File: config.mk
export PLATFORM = sky130hd
export DESIGN_NAME = dwb_write_burst
export DESIGN_NICKNAME = d
export VERILOG_FILES = /design/src/logic/dwb_pkg.sv /design/src/logic/dwb_write_burst.sv
export VERILOG_INCLUDE_DIRS = /design/src /design/src/logic
export SDC_FILE = /design/constraint.sdc
export NUM_CORES = 1
export LEC_CHECK = 0
export BUFFER_PORTS_ARGS = -buffer_cell sky130_fd_sc_hd__buf_4
export CORE_MARGIN = 5
export CORE_UTILIZATION = 58
export DETAILED_ROUTE_END_ITERATION = 10
export PLACE_DENSITY_LB_ADDON = 0.08
export SLEW_MARGIN = 20
export SYNTH_ARGS = -nofsm -noshare
export SYNTH_HDL_FRONTEND = slang
export SYNTH_SLANG_ARGS = --single-unit
File: constraint.sdc
create_clock -name aclk -period 7.16 [get_ports aclk]
set_input_delay 0.716 -clock aclk [delete_from_list [all_inputs] [get_ports aclk]]
set_output_delay 0.716 -clock aclk [all_outputs]
set_load 0.005 [all_outputs]
File: src/logic/dwb_consts.svh
/*
 Offsets, field positions, reset values and counts of the write-burst capture block.
 Assumes inclusion by bare name from the package and the design module.
*/
`ifndef DWB_CONSTS_SVH
`define DWB_CONSTS_SVH
`define DWB_CTRL_OFF     4'h0
`define DWB_STATUS_OFF   4'h4
`define DWB_DATA_OFF     4'h8
`define DWB_APCNT_OFF    4'hC
`define DWB_CTRL_BL8     0
`define DWB_CTRL_CL_LO   1
`define DWB_CTRL_CL_HI   3
`define DWB_CTRL_RST     32'h0000_0006
`define DWB_BEATS_BL4    5'h04
`define DWB_BEATS_BL8    5'h08
`define DWB_TRUNC_BEATS  5'h04
`define DWB_TRUNC_GAP    3'h2
`define DWB_CMD_WRITE    4'h4
`define DWB_CMD_READ     4'h5
`define DWB_CMD_PRE      4'h2
`define DWB_TWR_NS       15
`define DWB_TWTR_NS      8
`define DWB_TCK_NS       800
`define DWB_RESP_OKAY    2'h0
`define DWB_RESP_SLVERR  2'h2
`endif

File: src/logic/dwb_pkg.sv
/*
 Types of the write-burst capture block.
 Assumes nothing beyond the constants header.
*/
`include "dwb_consts.svh"
package dwb_pkg;
   typedef enum logic [2:0] {
      DWB_IDLE = 3'h1,
      DWB_WAIT = 3'h2,
      DWB_DATA = 3'h4
   } dwb_state_t;
endpackage

File: src/logic/dwb_write_burst.sv
/*
 Write-burst capture logic of a DDR2 memory device with an AXI4-Lite register slave.
 Assumes that all memory pins arrive asynchronously and that the controller keeps
 its own timing duties; CK and DQS are sampled by aclk, which runs much faster.
*/
// Added by the designer: register access over AXI4-Lite and the placing of the registers.
`timescale 1ns/10ps
`include "dwb_consts.svh"
module dwb_write_burst (
   input  wire logic        aclk,
   input  wire logic        aresetn,
   input  wire logic [3:0]  s_axi_awaddr,
   input  wire logic        s_axi_awvalid,
   output      logic        s_axi_awready,
   input  wire logic [31:0] s_axi_wdata,
   input  wire logic [3:0]  s_axi_wstrb,
   input  wire logic        s_axi_wvalid,
   output      logic        s_axi_wready,
   output      logic [1:0]  s_axi_bresp,
   output      logic        s_axi_bvalid,
   input  wire logic        s_axi_bready,
   input  wire logic [3:0]  s_axi_araddr,
   input  wire logic        s_axi_arvalid,
   output      logic        s_axi_arready,
   output      logic [31:0] s_axi_rdata,
   output      logic [1:0]  s_axi_rresp,
   output      logic        s_axi_rvalid,
   input  wire logic        s_axi_rready,
   input  wire logic        ck,
   input  wire logic        cs_n,
   input  wire logic        ras_n,
   input  wire logic        cas_n,
   input  wire logic        we_n,
   input  wire logic        a10,
   input  wire logic [1:0]  ba,
   input  wire logic        dqs_in,
   input  wire logic [7:0]  dq_in,
   input  wire logic        dm_in,
   output      logic [7:0]  dq_out,
   output      logic        dq_oe,
   output      logic        dqs_oe,
   output      logic        wr_valid,
   output      logic [7:0]  wr_data,
   output      logic        wr_mask,
   output      logic        ap_done,
   output      logic [1:0]  ap_bank
);
   // Pin synchronisers; stage one feeds stage two only.
   logic [17:0] pin_s1;
   logic [17:0] pin_s2;
   logic        ck_d;
   logic        dqs_d;
   always_ff @(posedge aclk) begin
      if (!aresetn) begin
         pin_s1 <= 18'h00000;
         pin_s2 <= 18'h00000;
         ck_d   <= 1'b0;
         dqs_d  <= 1'b0;
      end else begin
         pin_s1 <= {ck, dqs_in, cs_n, ras_n, cas_n, we_n, a10, ba, dm_in, dq_in};
         pin_s2 <= pin_s1;
         ck_d   <= pin_s2[17];
         dqs_d  <= pin_s2[16];
      end
   end

   wire       ck_rise  = pin_s2[17] & ~ck_d;
   wire       dqs_rise = pin_s2[16] & ~dqs_d;
   wire       dqs_edge = pin_s2[16] ^ dqs_d;
   wire [3:0] cmd      = pin_s2[15:12];
   wire       a10_s    = pin_s2[11];
   wire [1:0] ba_s     = pin_s2[10:9];
   wire       dm_s     = pin_s2[8];
   wire [7:0] dq_s     = pin_s2[7:0];

   // Control register written by software; beat and auto precharge counters.
   logic [31:0] ctrl;
   logic [15:0] beat_cnt;
   logic [15:0] ap_cnt;
   wire         bl8       = ctrl[`DWB_CTRL_BL8];
   wire  [2:0]  read_lat  = ctrl[`DWB_CTRL_CL_HI:`DWB_CTRL_CL_LO];
   wire  [2:0]  write_lat = read_lat - 3'h1;
   wire  [4:0]  bl_beats  = bl8 ? `DWB_BEATS_BL8 : `DWB_BEATS_BL4;

   // Burst tracking; commands are taken on every CK rise, any bank, so an
   // auto precharge in flight never blocks another bank.
   logic [4:0]  beats_left;
   logic [2:0]  since_wr;
   logic        ap_pend;
   logic [1:0]  ap_bank_q;
   dwb_pkg::dwb_state_t state;
   wire  wr_cmd   = ck_rise & (cmd == `DWB_CMD_WRITE);
   wire  trunc    = wr_cmd & bl8 & (since_wr == `DWB_TRUNC_GAP - 3'h1)
                  & (beats_left > `DWB_TRUNC_BEATS);
   wire  started  = (state == dwb_pkg::DWB_DATA);
   wire  cap      = dqs_edge & (beats_left != 5'h00) & (started | dqs_rise);
   wire  [4:0] add_beats  = wr_cmd ? bl_beats : 5'h00;
   wire  [4:0] sub_beats  = trunc ? `DWB_TRUNC_BEATS : 5'h00;
   wire  [4:0] next_beats = beats_left - {4'h0, cap} + add_beats - sub_beats;
   wire  burst_end  = (beats_left != 5'h00) & (next_beats == 5'h00);
   wire  next_ap    = wr_cmd ? (a10_s | ap_pend) : (ap_pend & ~burst_end);
   wire  dwb_pkg::dwb_state_t next_state =
         (next_beats == 5'h00)  ? dwb_pkg::DWB_IDLE :
         (started | cap)        ? dwb_pkg::DWB_DATA : dwb_pkg::DWB_WAIT;

   always_ff @(posedge aclk) begin
      if (!aresetn) begin
         beats_left <= 5'h00;
         since_wr   <= 3'h7;
         ap_pend    <= 1'b0;
         ap_bank_q  <= 2'h0;
         state      <= dwb_pkg::DWB_IDLE;
      end else begin
         beats_left <= next_beats;
         state      <= next_state;
         ap_pend    <= next_ap;
         if (wr_cmd) begin
            since_wr <= 3'h0;
         end else if (ck_rise && since_wr != 3'h7) begin
            since_wr <= since_wr + 3'h1;
         end
         if (wr_cmd && a10_s) begin
            ap_bank_q <= ba_s;
         end
      end
   end

   // Data capture and auto precharge outputs; the data pins are never driven.
   always_ff @(posedge aclk) begin
      if (!aresetn) begin
         wr_valid <= 1'b0;
         wr_data  <= 8'h00;
         wr_mask  <= 1'b0;
         ap_done  <= 1'b0;
         ap_bank  <= 2'h0;
         dq_out   <= 8'h00;
         dq_oe    <= 1'b0;
         dqs_oe   <= 1'b0;
         beat_cnt <= 16'h0000;
         ap_cnt   <= 16'h0000;
      end else begin
         wr_valid <= cap;
         if (cap) begin
            wr_data  <= dq_s;
            wr_mask  <= dm_s;
            beat_cnt <= beat_cnt + 16'h0001;
         end
         ap_done <= burst_end & ap_pend;
         if (burst_end && ap_pend) begin
            ap_bank <= ap_bank_q;
            ap_cnt  <= ap_cnt + 16'h0001;
         end
      end
   end

   // AXI4-Lite slave: address and data may arrive in either order.
   logic        aw_held;
   logic        w_held;
   logic [3:0]  aw_addr;
   logic [31:0] w_data;
   logic [3:0]  w_strb;
   wire         do_write = aw_held & w_held & ~s_axi_bvalid;
   wire         wr_ok    = (aw_addr == `DWB_CTRL_OFF);
   wire  [31:0] rd_mux   =
         (s_axi_araddr == `DWB_CTRL_OFF)   ? ctrl :
         (s_axi_araddr == `DWB_STATUS_OFF) ? {8'h00, state, 5'h00, write_lat, beats_left, 8'h00} :
         (s_axi_araddr == `DWB_DATA_OFF)   ? {beat_cnt, 7'h00, wr_mask, wr_data} :
         (s_axi_araddr == `DWB_APCNT_OFF)  ? {14'h0000, ap_bank, ap_cnt} : 32'h0000_0000;
   wire         rd_ok    = (s_axi_araddr[1:0] == 2'h0);

   always_ff @(posedge aclk) begin
      if (!aresetn) begin
         aw_held       <= 1'b0;
         w_held        <= 1'b0;
         aw_addr       <= 4'h0;
         w_data        <= 32'h0000_0000;
         w_strb        <= 4'h0;
         s_axi_awready <= 1'b0;
         s_axi_wready  <= 1'b0;
         s_axi_bvalid  <= 1'b0;
         s_axi_bresp   <= `DWB_RESP_OKAY;
         ctrl          <= `DWB_CTRL_RST;
      end else begin
         s_axi_awready <= ~aw_held & ~s_axi_awready & s_axi_awvalid;
         s_axi_wready  <= ~w_held & ~s_axi_wready & s_axi_wvalid;
         if (s_axi_awvalid && s_axi_awready) begin
            aw_held <= 1'b1;
            aw_addr <= s_axi_awaddr;
         end
         if (s_axi_wvalid && s_axi_wready) begin
            w_held <= 1'b1;
            w_data <= s_axi_wdata;
            w_strb <= s_axi_wstrb;
         end
         if (do_write) begin
            aw_held      <= 1'b0;
            w_held       <= 1'b0;
            s_axi_bvalid <= 1'b1;
            s_axi_bresp  <= wr_ok ? `DWB_RESP_OKAY : `DWB_RESP_SLVERR;
            if (wr_ok && w_strb[0]) begin
               ctrl[7:0] <= w_data[7:0];
            end
         end else if (s_axi_bvalid && s_axi_bready) begin
            s_axi_bvalid <= 1'b0;
         end
      end
   end

   always_ff @(posedge aclk) begin
      if (!aresetn) begin
         s_axi_arready <= 1'b0;
         s_axi_rvalid  <= 1'b0;
         s_axi_rdata   <= 32'h0000_0000;
         s_axi_rresp   <= `DWB_RESP_OKAY;
      end else begin
         s_axi_arready <= ~s_axi_arready & ~s_axi_rvalid & s_axi_arvalid;
         if (s_axi_arvalid && s_axi_arready) begin
            s_axi_rvalid <= 1'b1;
            s_axi_rdata  <= rd_ok ? rd_mux : 32'h0000_0000;
            s_axi_rresp  <= rd_ok ? `DWB_RESP_OKAY : `DWB_RESP_SLVERR;
         end else if (s_axi_rvalid && s_axi_rready) begin
            s_axi_rvalid <= 1'b0;
         end
      end
   end
endmodule

# Yosys cells after proc, flatten, opt, wreduce, memory -nomap -nowiden

Index checks and enable logic that the tools add are counted.

Flip-flop bits (word level): 161
Latch bits: 0
Bits in writable memories: 0
ROM bits: 0
Bits of input ports: 69
Output and inout port bits: 64
Logic and storage cells: 117
Memories kept: 0

Add/sub/neg operators: 7
Multiply operators: 0
Div/mod/pow operators: 0
Magnitude comparators: 1
Equal/unequal tests: 7
Shift operators: 0
Mux-type cells: 18
Bitwise operators: 34
Reduce and logical (&&, ||, !) cells: 20

Operator list:

| operator              | number |
|---|---|
| $mux 32               | 4 |
| $add 16x1->16 const B | 2 |
| $and 1x1->1           | 19 |
| $mux 18               | 1 |
| $mux 3                | 4 |
| $not 1->1             | 11 |
| $logic_and 1x1->1     | 9 |
| $eq 4x3->1 const B    | 2 |
| $eq 4x4->1 const B    | 2 |
| $logic_not 4->1       | 2 |
| $mux 4                | 2 |
| $reduce_bool 2->1     | 3 |
| $add 5x4->5           | 1 |
| $gt 5x3->1 const B    | 1 |
| $logic_not 5->1       | 1 |
| $mux 1                | 5 |
| $reduce_bool 5->1     | 1 |
| $sub 5x1->5           | 1 |
| $sub 5x3->5           | 1 |
| $mux 2                | 2 |
| $reduce_or 2->1       | 2 |
| $add 3x1->3 const B   | 1 |
| $eq 3x1->1 const B    | 1 |
| $eq 3x3->1 const B    | 1 |
| 6 further kinds       | 8 |

# Logic depth before layout (Yosys ltp)

Depth in word-level cells: 13
Depth in mapped cells: 18
Mapped depth without buffers: 14

# Least setup slack after synthesis

OpenSTA, ideal clock, no wires.

Kind: register -> register
From: reg ck_d
To: reg ap_cnt[10]
Setup time: 0.070 ns
Data arrival time: 3.783 ns
Data required time: 7.090 ns
Path slack: 3.306 ns
Cell stages (with the launch flop): 15
Buffers on the path: 1
Clock period less this slack: 3.854 ns
Cell sequence: dfxtp_1 > nand4bb_1 > nor3_1 > nand2_1 > a2111oi_0 > ha_1 > ha_1 > inv_1 > ha_1 > fa_1 > and4bb_2 > o2111ai_4 > buf_6 > or4_1 > a21oi_1

Cells in the longest elaborated chain, start to end: 11
Elaborated cells between the ends (all ways): 13
Those cells by class: add/sub: 2; mux: 2; bitwise: 7; reduce/logical: 2

RTL lines:

| item                                                | RTL line               | text |
|---|---|---|
| start: declaration                                  | dwb_write_burst.sv:51  | `logic ck_d;` |
| start signal: assignment                            | dwb_write_burst.sv:62  | `ck_d <= pin_s2[17];` |
| $not 1->1 *                                         | dwb_write_burst.sv:67  | `wire ck_rise = pin_s2[17] & ~ck_d;` |
| $and 1x1->1 *                                       | dwb_write_burst.sv:67  |  |
| $and 1x1->1 *                                       | dwb_write_burst.sv:92  | `` wire wr_cmd = ck_rise & (cmd == `DWB_CMD_WRITE); `` |
| branches (longest 4 deep; another with $add 5x4->5) | n/a                    |  |
| $sub 5x3->5 *                                       | dwb_write_burst.sv:99  | `wire [4:0] next_beats = beats_left - {4'h0, cap} + add_beats - sub_beats;` |
| named net next_beats[3]                             | dwb_write_burst.sv:99  |  |
| $logic_not 5->1 *                                   | dwb_write_burst.sv:100 | `wire burst_end = (beats_left != 5'h00) & (next_beats == 5'h00);` |
| $and 1x1->1 *                                       | dwb_write_burst.sv:100 |  |
| $logic_and 1x1->1 *                                 | dwb_write_burst.sv:149 | `if (burst_end && ap_pend) begin` |
| end signal: assignment                              | dwb_write_burst.sv:151 | `ap_cnt <= ap_cnt + 16'h0001;` |
| end: declaration                                    | dwb_write_burst.sv:79  | `logic [15:0] ap_cnt;` |

Mark *: on every way through the listed nets, which the timed path passes.
A chain may end at the register's enable or synchronous reset.

# Worst setup path after layout

From: reg pin_s2[15]
To: reg ap_cnt[13]

Cells in the longest elaborated chain, start to end: 10
Elaborated cells between the ends (all ways): 12
Those cells by class: add/sub: 2; eq/ne: 1; mux: 2; bitwise: 5; reduce/logical: 2

RTL lines:

| item                                                | RTL line               | text |
|---|---|---|
| start: declaration                                  | dwb_write_burst.sv:50  | `logic [17:0] pin_s2;` |
| start signal: assignment                            | dwb_write_burst.sv:61  | `pin_s2 <= pin_s1;` |
| $eq 4x3->1 (no source line) *                       | n/a                    |  |
| $and 1x1->1 *                                       | dwb_write_burst.sv:92  |  |
| branches (longest 4 deep; another with $add 5x4->5) | n/a                    |  |
| $sub 5x3->5 *                                       | dwb_write_burst.sv:99  |  |
| named net next_beats[3]                             | dwb_write_burst.sv:99  |  |
| $logic_not 5->1 *                                   | dwb_write_burst.sv:100 |  |
| $and 1x1->1 *                                       | dwb_write_burst.sv:100 |  |
| $logic_and 1x1->1 *                                 | dwb_write_burst.sv:149 |  |

Marks and branches as above.

==> impl_metrics.tcl <==
set metrics [dict create \
    filler_cell_count 834 \
    detail_route.wl_per_cell_um 15.7 \
    max_slew.worst_pin.slew_ns 0.930 \
    die_area_um2 13100 \
    synthesis_to_finish_area_growth_pct 20.8 \
    antenna_found_initial 0 \
    cts_max_path_buffers 2 \
    crit_path_max_fanout 33 \
    drt_first_iter_violations 469 \
    tritoncts "done" \
    ys_async_sr_fraction 0 \
    pwr_density_cell_nw_per_um2 255 \
    power_leakage_nw 2.97 \
    maxSlewHeadroom 0.379 \
    finalWeightedCongestion 0.804 \
    finalCritPeriodShare 0.666 \
    ctsRootBufferMaster "sky130_fd_sc_hd__clkbuf_8" \
    grt_pass1_vias 4805 \
    detail_route.first_pass.iterations 6 \
    io-pin-count 133 \
    outcome "finished, final reports clean" \
    ys_seq_area_frac 0.504 \
    rows 38 \
    p_int_mw 1.52 \
    synth.cell_area_um2 6310 \
    clock.fmax_ghz 0.210 \
    syn_avg_cell_area_um2 9.19 \
    grt_first_pass_wirelength_mm 23.2 \
    ant_nets 0 \
    drive_above_1_share 0.194 \
    timing_worst_setup_path_type "reg2reg" \
    seqPwrFrac 0.470 \
    cell_area_after_layout_um2 7620 \
    crit_path_max_incr_delay_ns 0.65 \
    post-cts-setup-buffer-count 0 \
    critPathSlowestCell "sky130_fd_sc_hd__or4_1" \
    worst_hold_slack_ns 0.395 \
    ctsHoldBuffers 0 \
    port-buffer-count 93 \
    final_setup_vio_count 0 \
    diode_insertion_count_for_antenna_repair 0 \
    synth.lib_cells_used.distinct 51 \
    floorplan.initialDensity 0.587 \
    ys_seq_elements 159 \
    cp.buffers_inverters 1 \
    switching_share 0.218 \
    place_hpwl_mm 9.79 \
    dpl_cell_area_um2 6970 \
    totalNegativeSetupSlack_ns 0 \
    fp.dieW_um 114 \
    clock-skew-final_ns 0.00671 \
    die_h_um 114 \
    design.core.area_um2 10700 \
    finalWirelength_mm 14.3 \
    synth.yosys.warnings 0 \
    postSynth.topFlopCell "sky130_fd_sc_hd__dfxtp_1" \
    timing.final.hold_violations 0 \
    timing.critical_path.mode_cell "sky130_fd_sc_hd__ha_1" \
    setup_ws_ns 2.39 \
    timing.final.max_slew_violations 0 \
    power.clock.fraction 0.484 \
    remaining_drc_errors 0 \
    htree_num_levels 4 \
    cts_resized 0 \
    setup.worst_path.start_class "flop" \
    globalRoute.totalOverflow 0 \
    crit_path_cell_trace "nand4bb_1 > nor3_1 > nand2_1 > a2111oi_0 > ha_1 > ha_1 > inv_1 > ha_1 > fa_1 > and4bb_2 > o2111ai_4 > or4_1 > a21oi_1" \
    most_frequent_cells_in_the_layout "sky130_fd_sc_hd__dfxtp_1, sky130_fd_sc_hd__buf_4, sky130_fd_sc_hd__nand2_1, sky130_fd_sc_hd__a21oi_1" \
    gr-usage-all-layers 0.223 \
    detail_route.vias_per_cell 5.61 \
    layout.cells.most_common "sky130_fd_sc_hd__dfxtp_1" \
    power_switching_mw 0.425 \
    critPathTopFamily "simple AND/OR/NAND/NOR gates" \
    power_share_of_the_combinational_group 0.046 \
    clk_pin_slew_ns 0.06 \
    hold_class "in2reg" \
    vias 5133 \
    worst_ep_required_time_ns 7.61 \
    arrival_ns 5.22 \
    synth_cells 687 \
    worst_skew_pair.late_latency_ns 0.53 \
    synth_edf_count 0 \
    grt_start_max_net_pins 107 \
    max_cap_violations 0 \
    preCtsSetupSlack_ns 2.39 \
    setup_repair_after_global_routing_missed_its_margin "false" \
    finalNetCount 845 \
    timing.critical_path.to_type "flop" \
    cts_sinks 159 \
    finalCriticalPeriod_ns 4.77 \
    power.ir.vdd_worst_uv 273 \
    cts_inserted_buffers 17 \
]
[Yosys cell counts (all sizes together), types with 2 or more instances]
cell / instances / area share
nor4: 2 / 0.0020
inv: 22 / 0.013
nand3: 14 / 0.011
clkbuf: 30 / 0.018
and2: 46 / 0.046
nand4: 10 / 0.0099
dfxtp: 159 / 0.50
nand2b: 3 / 0.0030
mux2i: 10 / 0.016
o211ai: 2 / 0.0024
nand2: 91 / 0.054
or3: 12 / 0.012
a222oi: 7 / 0.011
xnor2: 5 / 0.0069
buf: 22 / 0.026
or4: 18 / 0.022
nor2b: 2 / 0.0020
a2bb2oi: 3 / 0.0042
mux2: 9 / 0.016
a21oi: 67 / 0.053
o21ai: 24 / 0.019
and4: 5 / 0.0069
a22oi: 19 / 0.023
fa: 2 / 0.0063
o31ai: 17 / 0.020
nor3b: 3 / 0.0044
nor2: 46 / 0.027
a211oi: 2 / 0.0024
ha: 12 / 0.024
nor3: 7 / 0.0056
and4bb: 2 / 0.0040
[sequential cells by signal, indices dropped and copies added (netlist names), 2 cells and up]
signal       flops
ap_bank_q        2
ap_cnt          16
pin_s1          18
wr_data          8
w_data           8
aw_addr          4
state            3
ctrl             8
ap_bank          2
pin_s2          18
beat_cnt        16
since_wr         3
beats_left       5
s_axi_rdata     32
[worst paths after layout]
check	startpoint	end	slack, ns	cells past startpoint
worst max register to register	pin_s2[15]$_SDFF_PN0_	ap_cnt[13]$_SDFFE_PN0P_	2.39	13
worst min-delay path	dq_in[7]	pin_s1[7]$_SDFF_PN0_	0.39	2
worst max-delay path	pin_s2[15]$_SDFF_PN0_	ap_cnt[13]$_SDFFE_PN0P_	2.39	13
worst min register to register	pin_s1[2]$_SDFF_PN0_	pin_s2[2]$_SDFF_PN0_	0.43	1
[power groups by stage]
stage          clock network, mW  logic (mW)  registers, mW
2_1_floorplan                  0      0.0615          0.931
3_3_place_gp                   0      0.0855          0.933
3_5_place_dp                   0      0.0876          0.933
4_1_cts                    0.952      0.0879          0.914
5_1_grt                    0.991      0.0993          0.915
6_report                   0.942      0.0896          0.914
[metal layers]
metal / routed length [um] / vias to the layer above / GRT usage
met1: 6240 / 2448 / 0.276
met4: 299 / 0 / 0.0879
met5: 0 / - / 0
met2: 7130 / 126 / 0.375
met3: 664 / 21 / 0.0560
li1: - / 2538 / -
[cells by family after synthesis]
kind of cell,Yosys count,synth area share
AND/OR/NAND/NOR,267,0.218
flip-flops,159,0.504
AO/OA/AOI/OAI,146,0.146
buffers and inverters,74,0.0573
multiplexers,19,0.0319
adder cells (fa/ha/maj),14,0.0301
XOR/XNOR,7,0.0121
other,1,0.000594
[worst reg2reg max path, delay by kind of cell (launching register included)]
family | cells | cell delay (ns)
AOI/OAI and AO/OA | 3 | 1.10
adders and majority gates | 4 | 1.28
buffers and inverters | 1 | 0.04
DFF | 1 | 0.30
and+or+nand+nor | 5 | 1.98
[area by class of cell]
cell class	count	area [um^2]	share of cell area
multi-input cells	465	2810	0.369
inverters	22	82.6	0.0108
repair buffers	97	748	0.0981
flip-flops and latches	159	3180	0.418
well taps	140	175	0.0230
clock buffers	18	418	0.0548
clock inverters	14	204	0.0268
[per-stage QoR]
step	total power, mW	instances	utilization
after global placement	1.02	882	0.649
after floorplan	0.992	698	-
after CTS	1.95	914	0.706
final	1.95	915	0.709
after detailed placement	1.02	882	0.649
after global routing	2.01	915	0.709
(Power assumes the default switching activity.)
